$ cat config.mk
export PLATFORM = sky130hd
export DESIGN_NAME = sspc_top
export DESIGN_NICKNAME = d
export VERILOG_FILES = /design/src/design/sspc_pkg.sv /design/src/design/sspc_top.sv
export SDC_FILE = /design/constraint.sdc
export NUM_CORES = 1
export LEC_CHECK = 0
export BUFFER_PORTS_ARGS = -buffer_cell sky130_fd_sc_hd__buf_2
export CORE_UTILIZATION = 45
export DETAILED_ROUTE_END_ITERATION = 8
export PLACE_DENSITY = 0.75
export SETUP_SLACK_MARGIN = 0.3
export SYNTH_ARGS = -nofsm -noshare
export SYNTH_HDL_FRONTEND = slang
export SYNTH_SLANG_ARGS = --single-unit
$ cat constraint.sdc
create_clock -name pclk -period 2.55 [get_ports pclk]
set_input_delay 0.3825 -clock pclk [delete_from_list [all_inputs] [get_ports pclk]]
set_output_delay 0.3825 -clock pclk [all_outputs]
set_load 0.01 [all_outputs]
$ cat src/design/sspc_pkg.sv
`default_nettype none
package sspc_pkg;
    // register byte addresses
    localparam logic [11:0] SSPC_MODE_OFF = 12'h000;
    localparam logic [11:0] SSPC_CFG_OFF = 12'h004;
    localparam logic [11:0] SSPC_STAT_OFF = 12'h008;
    // power mode codes
    localparam logic [7:0] SSPC_SLEEP_CODE = 8'h0f;
    localparam logic [7:0] SSPC_STOP_CODE = 8'h5a;
    localparam logic [7:0] SSPC_MODE_RST = 8'h00;
    // config field positions
    localparam int SSPC_CFG_PRESC_LSB = 0;
    localparam int SSPC_CFG_RCWD_BIT = 4;
    localparam int SSPC_CFG_EC_BIT = 5;
    localparam int SSPC_CFG_SEXT_BIT = 6;
    localparam int SSPC_CFG_IFLAG_BIT = 7;
    localparam logic [7:0] SSPC_CFG_RST = 8'h00;
    // interval timer
    localparam logic [7:0] SSPC_BIT_OVF = 8'hff;
    localparam logic [7:0] SSPC_BIT_ZERO = 8'h00;
    localparam logic [7:0] SSPC_PRESC_ZERO = 8'h00;

    typedef enum logic [1:0] {
        SSPC_RUN = 2'b00,
        SSPC_SLEEP = 2'b01,
        SSPC_STOP = 2'b10,
        SSPC_WAKE = 2'b11
    } sspc_state_t;

    // per-block clock gates
    typedef struct packed {
        logic cpu_run;
        logic osc_run;
        logic sys_clk;
        logic periph_clk;
        logic wdt_run;
        logic tmr_run;
        logic sio_run;
        logic buz_adc_run;
        logic bit_run;
    } sspc_gates_t;

    // wake events from the surrounding device
    typedef struct packed {
        logic irq_any;
        logic ext_irq;
        logic ec_event;
        logic wdt_event;
        logic sio_event;
    } sspc_wake_t;
endpackage
`default_nettype wire

$ cat src/design/sspc_top.sv
// Function
// - sleep code write halts CPU immediately
// - stop only on STOP with armed code
// - sleep keeps oscillator, peripheral clock and timers running
// - sleep ends on reset or any interrupt
// - interrupt wake keeps config, clears mode code when wake ends; reset clears
// - I-flag set vectors, clear resumes next
// - wake restarts interval timer, wait overflow
// - stop freezes oscillator, system, peripheral clocks
// - PC held at instruction after STOP
// - watchdog stopped except RC mode stop
// - timers run in sleep; stop only event counters
// - serial external clock only; buzzer, ADC off
// - stop ends on listed wake sources
// - interval timer halted, prescaler kept in stop
// - accepting maskable interrupt clears I-flag
`default_nettype none
module sspc_top (
    input wire logic pclk,
    input wire logic presetn,
    input wire logic psel,
    input wire logic penable,
    input wire logic pwrite,
    input wire logic [11:0] paddr,
    input wire logic [31:0] pwdata,
    input wire logic [3:0] pstrb,
    output logic [31:0] prdata,
    output logic pready,
    output logic pslverr,
    input wire logic stop_instr,
    input wire logic int_accept,
    input wire sspc_pkg::sspc_wake_t wake_in,
    input wire logic [15:0] pc_next,
    output sspc_pkg::sspc_gates_t gates,
    output logic irq_vector,
    output logic resume_next,
    output logic pc_hold,
    output logic [15:0] pc_held,
    output logic [1:0] mode_state
);
    import sspc_pkg::*;

    sspc_state_t state_reg;
    logic [7:0] mode_reg;
    logic [7:0] cfg_reg;
    logic [7:0] bit_reg;
    logic [7:0] presc_reg;
    logic [4:0] wake_s1_reg;
    logic [4:0] wake_s2_reg;
    sspc_wake_t wk;
    logic wr_en;
    logic mode_wr;
    logic cfg_wr;
    logic sleep_go;
    logic stop_go;
    logic wake_sleep;
    logic wake_stop;
    logic presc_tick;
    logic iflag_on_wake;
    logic [7:0] presc_lim;

    // wake events come from other logic and pins; two-flop sync
    always_ff @(posedge pclk or negedge presetn) begin
        if (!presetn) begin
            wake_s1_reg <= 5'h00;
            wake_s2_reg <= 5'h00;
        end else begin
            wake_s1_reg <= wake_in;
            wake_s2_reg <= wake_s1_reg;
        end
    end
    assign wk = sspc_wake_t'(wake_s2_reg);

    // apb decode: zero-wait, full byte lane 0 required for the mode code
    assign wr_en = psel && penable && pwrite;
    assign mode_wr = wr_en && (paddr == SSPC_MODE_OFF) && pstrb[0];
    assign cfg_wr = wr_en && (paddr == SSPC_CFG_OFF) && pstrb[0];
    assign sleep_go = (state_reg == SSPC_RUN) && mode_wr && (pwdata[7:0] == SSPC_SLEEP_CODE);
    assign stop_go = (state_reg == SSPC_RUN) && stop_instr && (mode_reg == SSPC_STOP_CODE);
    assign wake_sleep = wk.irq_any;
    assign wake_stop = wk.ext_irq || (wk.ec_event && cfg_reg[SSPC_CFG_EC_BIT])
        || (wk.wdt_event && cfg_reg[SSPC_CFG_RCWD_BIT])
        || (wk.sio_event && cfg_reg[SSPC_CFG_SEXT_BIT]);
    assign presc_lim = {4'h0, cfg_reg[SSPC_CFG_PRESC_LSB +: 4]};
    assign presc_tick = (presc_reg >= presc_lim);
    assign iflag_on_wake = cfg_reg[SSPC_CFG_IFLAG_BIT];

    // mode register; reset clears, end of wake period clears it
    // reset clears, wake end clears
    always_ff @(posedge pclk or negedge presetn) begin
        if (!presetn) begin
            mode_reg <= SSPC_MODE_RST;
        end else if (mode_wr) begin
            // any value stored, only codes act
            mode_reg <= pwdata[7:0];
        end else if (state_reg == SSPC_WAKE && bit_reg == SSPC_BIT_OVF && presc_tick) begin
            mode_reg <= SSPC_MODE_RST; // disarm so next write must re-arm
        end
    end

    // config register; I-flag cleared by hardware on accept
    always_ff @(posedge pclk or negedge presetn) begin
        if (!presetn) begin
            cfg_reg <= SSPC_CFG_RST;
        end else if (int_accept && state_reg == SSPC_RUN) begin
            // accept clears I-flag, wins over a write
            cfg_reg <= cfg_reg & ~(8'h01 << SSPC_CFG_IFLAG_BIT);
        end else if (cfg_wr) begin
            cfg_reg <= pwdata[7:0];
        end
    end

    // power state machine
    always_ff @(posedge pclk or negedge presetn) begin
        if (!presetn) begin
            state_reg <= SSPC_RUN;
        end else begin
            case (state_reg)
                SSPC_RUN: begin
                    if (sleep_go) begin
                        state_reg <= SSPC_SLEEP;
                    end else if (stop_go) begin
                        state_reg <= SSPC_STOP;
                    end
                end
                SSPC_SLEEP: begin
                    if (wake_sleep) begin
                        state_reg <= SSPC_WAKE;
                    end
                end
                SSPC_STOP: begin
                    if (wake_stop) begin
                        state_reg <= SSPC_WAKE;
                    end
                end
                SSPC_WAKE: begin
                    if (bit_reg == SSPC_BIT_OVF && presc_tick) begin
                        state_reg <= SSPC_RUN;
                    end
                end
                default: state_reg <= SSPC_RUN;
            endcase
        end
    end

    // prescaler: kept frozen during stop
    always_ff @(posedge pclk or negedge presetn) begin
        if (!presetn) begin
            presc_reg <= SSPC_PRESC_ZERO;
        end else if (state_reg != SSPC_STOP) begin
            presc_reg <= presc_tick ? SSPC_PRESC_ZERO : presc_reg + 8'h01;
        end
    end

    // interval timer: cleared on wake entry, halted in stop
    always_ff @(posedge pclk or negedge presetn) begin
        if (!presetn) begin
            bit_reg <= SSPC_BIT_ZERO;
        end else if ((state_reg == SSPC_SLEEP && wake_sleep)
                || (state_reg == SSPC_STOP && wake_stop)) begin
            bit_reg <= SSPC_BIT_ZERO;
        end else if (state_reg != SSPC_STOP && presc_tick) begin
            bit_reg <= bit_reg + 8'h01;
        end
    end

    // clock gates per state
    always_ff @(posedge pclk or negedge presetn) begin
        if (!presetn) begin
            gates <= '1;
        end else begin
            gates.cpu_run <= (state_reg == SSPC_RUN) && !sleep_go && !stop_go;
            gates.osc_run <= !(state_reg == SSPC_STOP || stop_go);
            gates.sys_clk <= !(state_reg == SSPC_STOP || stop_go);
            gates.periph_clk <= !(state_reg == SSPC_STOP || stop_go);
            gates.bit_run <= !(state_reg == SSPC_STOP || stop_go);
            gates.wdt_run <= (state_reg == SSPC_RUN && !sleep_go && !stop_go)
                || state_reg == SSPC_WAKE
                || ((state_reg == SSPC_STOP || stop_go) && cfg_reg[SSPC_CFG_RCWD_BIT]);
            gates.tmr_run <= !(state_reg == SSPC_STOP || stop_go) || cfg_reg[SSPC_CFG_EC_BIT];
            // serial ext clock only, buzzer and adc off
            gates.sio_run <= (state_reg == SSPC_RUN || state_reg == SSPC_WAKE)
                ? !sleep_go && !stop_go : cfg_reg[SSPC_CFG_SEXT_BIT];
            gates.buz_adc_run <= (state_reg == SSPC_RUN && !sleep_go && !stop_go)
                || state_reg == SSPC_WAKE;
        end
    end

    // wake outcome and program counter hold
    always_ff @(posedge pclk or negedge presetn) begin
        if (!presetn) begin
            irq_vector <= 1'b0;
            resume_next <= 1'b0;
            pc_hold <= 1'b0;
            pc_held <= 16'h0000;
        end else begin
            irq_vector <= 1'b0;
            resume_next <= 1'b0;
            if (state_reg == SSPC_WAKE && bit_reg == SSPC_BIT_OVF && presc_tick) begin
                irq_vector <= iflag_on_wake;
                resume_next <= !iflag_on_wake;
            end
            if (stop_go || sleep_go) begin
                pc_held <= pc_next;
            end
            pc_hold <= (state_reg != SSPC_RUN) || stop_go || sleep_go;
        end
    end

    // apb read path, zero wait states
    always_ff @(posedge pclk or negedge presetn) begin
        if (!presetn) begin
            prdata <= 32'h0000_0000;
            pslverr <= 1'b0;
            mode_state <= 2'b00;
        end else begin
            mode_state <= state_reg;
            pslverr <= 1'b0;
            if (psel && !penable) begin
                case (paddr)
                    SSPC_MODE_OFF: prdata <= {24'h000000, mode_reg};
                    SSPC_CFG_OFF: prdata <= {24'h000000, cfg_reg};
                    SSPC_STAT_OFF: prdata <= {22'h0, state_reg, bit_reg};
                    default: begin
                        prdata <= 32'h0000_0000;
                        pslverr <= 1'b1;
                    end
                endcase
            end
        end
    end

    // pready high during access phase
    always_ff @(posedge pclk or negedge presetn) begin
        if (!presetn) begin
            pready <= 1'b0;
        end else begin
            pready <= psel && !penable;
        end
    end

    mode_keep_a: assert property (@(posedge pclk) disable iff (!presetn)
        (state_reg == SSPC_SLEEP && !mode_wr) |=> $stable(mode_reg))
        else $error("mode register changed in sleep");
    stop_arm_a: assert property (@(posedge pclk) disable iff (!presetn)
        (state_reg == SSPC_RUN && stop_instr && mode_reg != SSPC_STOP_CODE && !sleep_go)
        |=> state_reg == SSPC_RUN)
        else $error("stop entered without arming");
    sleep_go_a: assert property (@(posedge pclk) disable iff (!presetn)
        sleep_go |=> state_reg == SSPC_SLEEP ##1 !gates.cpu_run)
        else $error("sleep not entered at once");
    stop_clk_a: assert property (@(posedge pclk) disable iff (!presetn)
        state_reg == SSPC_STOP |=> !gates.osc_run && !gates.periph_clk)
        else $error("clocks run in stop");
    bit_halt_a: assert property (@(posedge pclk) disable iff (!presetn)
        (state_reg == SSPC_STOP && !wake_stop) |=> $stable(bit_reg) && $stable(presc_reg))
        else $error("timer moved in stop");
    wake_zero_a: assert property (@(posedge pclk) disable iff (!presetn)
        (state_reg == SSPC_SLEEP && wake_sleep) |=> state_reg == SSPC_WAKE && bit_reg == 8'h00)
        else $error("timer not restarted on wake");
    wdt_sleep_a: assert property (@(posedge pclk) disable iff (!presetn)
        state_reg == SSPC_SLEEP |=> !gates.wdt_run)
        else $error("watchdog runs in sleep");
    sleep_per_a: assert property (@(posedge pclk) disable iff (!presetn)
        state_reg == SSPC_SLEEP |=> gates.osc_run && gates.tmr_run && gates.bit_run)
        else $error("peripheral stopped in sleep");
    wake_out_a: assert property (@(posedge pclk) disable iff (!presetn)
        !(irq_vector && resume_next))
        else $error("vector and resume together");
    iflag_clr_a: assert property (@(posedge pclk) disable iff (!presetn)
        (int_accept && state_reg == SSPC_RUN) |=> !cfg_reg[SSPC_CFG_IFLAG_BIT])
        else $error("I-flag not cleared");
    sleep_cov_c: cover property (@(posedge pclk) disable iff (!presetn)
        state_reg == SSPC_SLEEP ##1 state_reg == SSPC_WAKE);
    stop_cov_c: cover property (@(posedge pclk) disable iff (!presetn)
        state_reg == SSPC_STOP ##1 state_reg == SSPC_WAKE);
    vec_cov_c: cover property (@(posedge pclk) disable iff (!presetn) irq_vector);
endmodule
`default_nettype wire

======== Word level (Yosys, flattened, before mapping) ========
Cells that the tools add are included.
word-level totals
  bits in registers ....................... 105
  input bits .............................. 76
  output and inout bits ................... 64
  word-level logic and storage cells ...... 109
cells by class
  add/sub/neg operators ................... 2
  order comparisons ....................... 1
  equality and inequality tests ........... 13
  multiplexer cells ....................... 19
  bitwise gates (word level) .............. 1
  reduce and logical (&&, ||, !) cells .... 51
operator list
  kind                   number
  $mux W8                7
  $pmux W10 S3           1
  $logic_and A1 B1 Y1    25
  $add A8 B1 Y8 const B  2
  $eq A12 B3 Y1 const B  1
  $eq A12 B4 Y1 const B  1
  $logic_not A12 Y1      1
  $logic_or A1 B1 Y1     12
  $mux W2                5
  $eq A8 B4 Y1 const B   1
  $eq A8 B7 Y1 const B   1
  $eq A8 B8 Y1 const B   1
  $ge A8 B4 Y1           1
  $ne A2 B2 Y1 const B   4
  $pmux W2 S4            1
  $reduce_bool A2 Y1     4
  $logic_not A1 Y1       5
  $mux W1                5
  $eq A2 B2 Y1 const B   2
  $reduce_and A4 Y1      1
  $ne A3 B3 Y1 const B   1
  $reduce_or A3 Y1       1
  $eq A2 B1 Y1 const B   1
  $logic_not A2 Y1       1
  other kinds (2)        2

======== Logic depth before layout (Yosys ltp) ========
  depth in word-level cells ............... 11
  gate-level depth with buffers ........... 10
  depth with buffers taken out ............ 8

======== Worst setup path before layout ========
Ideal clock, no wire load.
  path type ............................... reg-to-reg
  start ................................... reg state_reg[0]
  end ..................................... reg state_reg[1]
  library setup time ...................... 0.128 ns
  arrival time ............................ 2.275 ns
  required time ........................... 2.422 ns
  slack ................................... 0.147 ns
  cell stages (with the launch flop) ...... 9
  path buffers ............................ 0
  clock period less this slack ............ 2.403 ns
  cells stage by stage .................... dfrtp_1 -> inv_1 -> ha_1 -> nor4bb_1 -> nand4_1 -> nor4_4 -> nor2_2 -> a221oi_2 -> mux2_1
on the way
  longest elaborated chain between the ends .. 5
  elaborated cells between the ends (all ways) .. 15
  those cells by class .................... eq/ne (7); mux (2); reduce/logical (6)
ends and longest elaborated chain
  what                                                               RTL line                                         RTL
  start, declared                                                    sspc_top.sv:43                                   sspc_state_t state_reg;
  start signal, assigned                                             sspc_top.sv:116                                  state_reg <= SSPC_RUN;
  start signal, assigned                                             sspc_top.sv:121                                  state_reg <= SSPC_SLEEP;
  start signal, assigned                                             sspc_top.sv:123                                  state_reg <= SSPC_STOP;
  $logic_not A2 Y1                                                   sspc_top.sv:78, sspc_top.sv:79, sspc_top.sv:118
  $logic_and A1 B1 Y1 (on tied branches) (2 in series)               sspc_top.sv:78, sspc_top.sv:79
  $ne A3 B3 Y1 (no source line) or $mux W2 (tied branches)           n/a
  $reduce_and A4 Y1 (no source line) or $pmux W2 S4 (tied branches)  n/a
Parallel ways exist; a longest one is shown, timed or not.
A chain may end at the register's enable or synchronous reset.

======== Worst setup path in the final report ========
  start ................................... reg mode_reg[0]
  end ..................................... reg state_reg[1]
on the way
  longest elaborated chain between the ends .. 4
ends and longest elaborated chain
  what                                RTL line        RTL
  start, declared                     sspc_top.sv:44  logic [7:0] mode_reg;
  start signal, assigned              sspc_top.sv:95  mode_reg <= pwdata[7:0];
  $eq A8 B7 Y1                        sspc_top.sv:79  assign stop_go = (state_reg == SSPC_RUN) && stop_instr && (mode_reg == SSPC_STOP_CODE);
  $logic_and A1 B1 Y1                 sspc_top.sv:79
  $ne A3 B3 Y1 (no source line)       n/a
  $reduce_and A4 Y1 (no source line)  n/a
Every way passes these cells.

==> metrics.txt <==
Peak VDD IR 0.000349 V; switching share of power 30.3%; Critical Path Start Type flop; CTS tree built; PnR Total Power 3.77 mW; GR Util met3 4.07%; main combinational cell family by area after synthesis simple AND/OR/NAND/NOR gates; fin crit share 84.5%; Post-Synth Adder-Cell Area 3.64%; Distinct cells, synth 40; initial antenna violation count 0; ys flop type dfrtp_1; vias in the first global route approximately 2800; drt drc 0; crit path time final ~2.2 ns; post-synthesis simple-gate area fraction 19.6%; post-synthesis compound-gate area fraction 7.22%; Worst Hold Class input pin to flop; deepest clock path buffer count 2; DRT iter0 DRCs 268; Avg Synthesized Cell Area 10.4 um2; final setup violating endpoints 0; Port Buffers 90; post-DP HPWL about 6000 um; GR Util met2 between 30% and 40%; worst-path fanout max 3; Final Max Tran Viols 0; Switch Pwr 1.14 mW; Rel. slew slack a little under three fifths; area growth from synthesis to layout 24.0%; number of diodes 0; GRT Resource Usage Total 19.9%; Hold Vio Cnt, Final 0; grt ovf 0; Largest Register pc_held; Fillers between 700 and 800; clk_lat worst skew around 0.35 ns; worst r2r dst state_reg[1]; final RePlAce weighted congestion 0.784; Synth async-reset ratio 100%; clock root buffer clkbuf_8; Fmax achieved 0.464 GHz; Int Power 2.63 mW; number of synthesis warnings 0; design area 4690 um2; CP Launch Point mode_reg[0]; cell count after synthesis about 360; layout cell share with drive strength beyond 1 32.1%; reg2reg start mode_reg[0]; RSZ-0062 raised after global routing yes; htree depth 3; number of enable flip-flop cells after synthesis 0; Core Area 8180 um2; Comb pwr share 28.3%; Post-Layout Cell Count between 500 and 600; Worst-path clk slew 0.09 ns; Seq pwr share between 40% and 50%; row count 33; biggest regs pc_held x16, prdata x10; post-synthesis mux area share 3.71%; Post-Place Setup Slack 0.0935 ns; critical path endpoint category flop; worst slew pin tran between 0.6 and 0.7 ns; clock share of power 29.8%; final worst clock skew 0.00970 ns; io pins 140; Crit path arrival time between 2 and 2.5 ns; critical path type flop to flop; R2R Setup Slk about 0.39 ns; crit path to state_reg[1]; Final ANT Viol Nets 0; final core area utilization 57.3%; Final TNS setup 0 ns; starting density of the core around 46%; Pre-antenna DRT Iters 6; Seq/Total Area, Yosys ~55%; mapped cell area approximately 3800 um2; global route hottest layer met2; LEAKAGE 2.44 nW; cts bufs inserted 9; largest net degree at the start of global routing 53; Req. time, crit path between 2 and 3 ns; DIE AREA roughly 8800 um2; Max-cap violations 0; die width 93.6 um; total number of vias 2944; Yosys reg bits between 80 and 90; DR WL/cell 13.9 um; placed cell count about 560; die height 93.6 um; first-pass GRT wire length 13300 um; FF-to-FF path depth 6; final worst setup slack slightly below 0.4 ns; Min Hold Slack 0.136 ns; vias per cell 5.08; fin nets 556; Synth Area in XOR/XNOR 3.25%; Post-DP Area between 4000 and 5000 um2; Post-Route WL 8030 um; met1 Use GR 24.9%; clock sink count 83; PwrDens 805 nW/um2; status completed; max FFs per register 16
## power by group through the flow
stage          sequential, mW  combinational, mW  clock (mW)
4_1_cts                  1.58               1.03        1.15
3_3_place_gp             1.59              0.903           0
5_1_grt                  1.60               1.19        1.21
2_1_floorplan            1.64              0.576           0
3_5_place_dp             1.60              0.925           0
6_report                 1.58               1.07        1.13
## cell type report
| cell class | count | area (um2) | share of cell area, % |
|---|---|---|---|
| clock buffer | 10 | 128 | 2.72 |
| multi-input combinational | 252 | 1570 | 33.5 |
| clock inverter | 6 | 113 | 2.40 |
| tap | 105 | 131 | 2.80 |
| timing repair buffer | 108 | 603 | 12.9 |
| inverter | 15 | 56.3 | 1.20 |
| sequential | 83 | 2080 | 44.5 |
## per-layer routing
layer / vias up / routed length, um
met2: 125 / 3980
met4: 0 / 177
met1: 1407 / 3350
met3: 14 / 527
met5: - / 0
li1: 1398 / -
## kinds of logic after synthesis
group / count (synthesis)
muxes: 13
DFF: 83
and+or+nand+nor: 151
other: 1
buffers and inverters: 48
adders and majority gates: 11
xor gates and xnor gates: 14
AOI/OAI and AO/OA: 41
## worst max-delay path, cell delays in order (launching register included)
cell and delay, ns:
dfrtp_1 0.41, nor4bb_2 0.30, nand3_1 0.20, nor4_4 0.43
nor2_4 0.09, a221oi_4 0.30, mux2_4 0.32
## Yosys cell counts, types with 2 or more instances
master,count,area share (%)
and2_1,2,0.33
o31ai_1,2,0.40
dfstp_2,6,4.2
or2_2,2,0.33
xnor2_1,2,0.46
nor4_4,4,2.3
nor2_1,24,2.4
mux2i_1,5,1.3
dfrtp_1,77,51
clkbuf_1,6,0.60
xor2_1,12,2.8
o21ai_0,21,2.8
nor3b_1,2,0.40
a222oi_1,8,2.1
nand3_1,4,0.53
nand2_1,85,8.4
o22ai_1,2,0.33
buf_4,25,5.0
nor4bb_1,2,0.53
nand2b_1,3,0.50
nand4_1,11,1.8
mux2_2,7,2.1
inv_1,15,1.5
and3_1,6,0.99
buf_2,2,0.26
ha_1,11,3.6
a21oi_1,3,0.40
## what timing repair did
action	CTS	global route
buffers inserted	5	1
gates resized for setup	7	5
hold endpoints to repair	31	0
hold buffers	1	0
pin swaps	5	7
setup endpoints to repair	17	25
## cell usage in the layout (no fill, tap or decap), types with 4 or more instances in the layout
cell type,netlist,layout
a222oi_1,8,8
and3_1,6,6
buf_2,2,89
buf_4,25,17
clkbuf_8,0,9
conb_1,1,22
dfrtp_1,77,77
dfstp_2,6,6
ha_1,11,10
inv_1,15,13
mux2_2,7,7
mux2i_1,5,5
nand2_1,85,85
nand3_1,4,4
nand4_1,11,11
nor2_1,24,24
nor4_4,4,4
o21ai_0,21,19
xor2_1,12,12
## worst min path at each step
stage	end	from	depth (start not counted)	slack [ns]
2_1_floorplan	bit_reg[0]	presetn	0	0.09
3_3_place_gp	wake_s2_reg[4]	wake_s1_reg[4]	0	0.33
3_5_place_dp	wake_s2_reg[4]	wake_s1_reg[4]	0	0.33
4_1_cts	wake_s1_reg[3]	wake_in[3]	1	0.12
5_1_grt	wake_s1_reg[4]	wake_in[4]	1	0.12
6_report	wake_s1_reg[3]	wake_in[3]	1	0.14
Power figures use the tool's default switching activity.
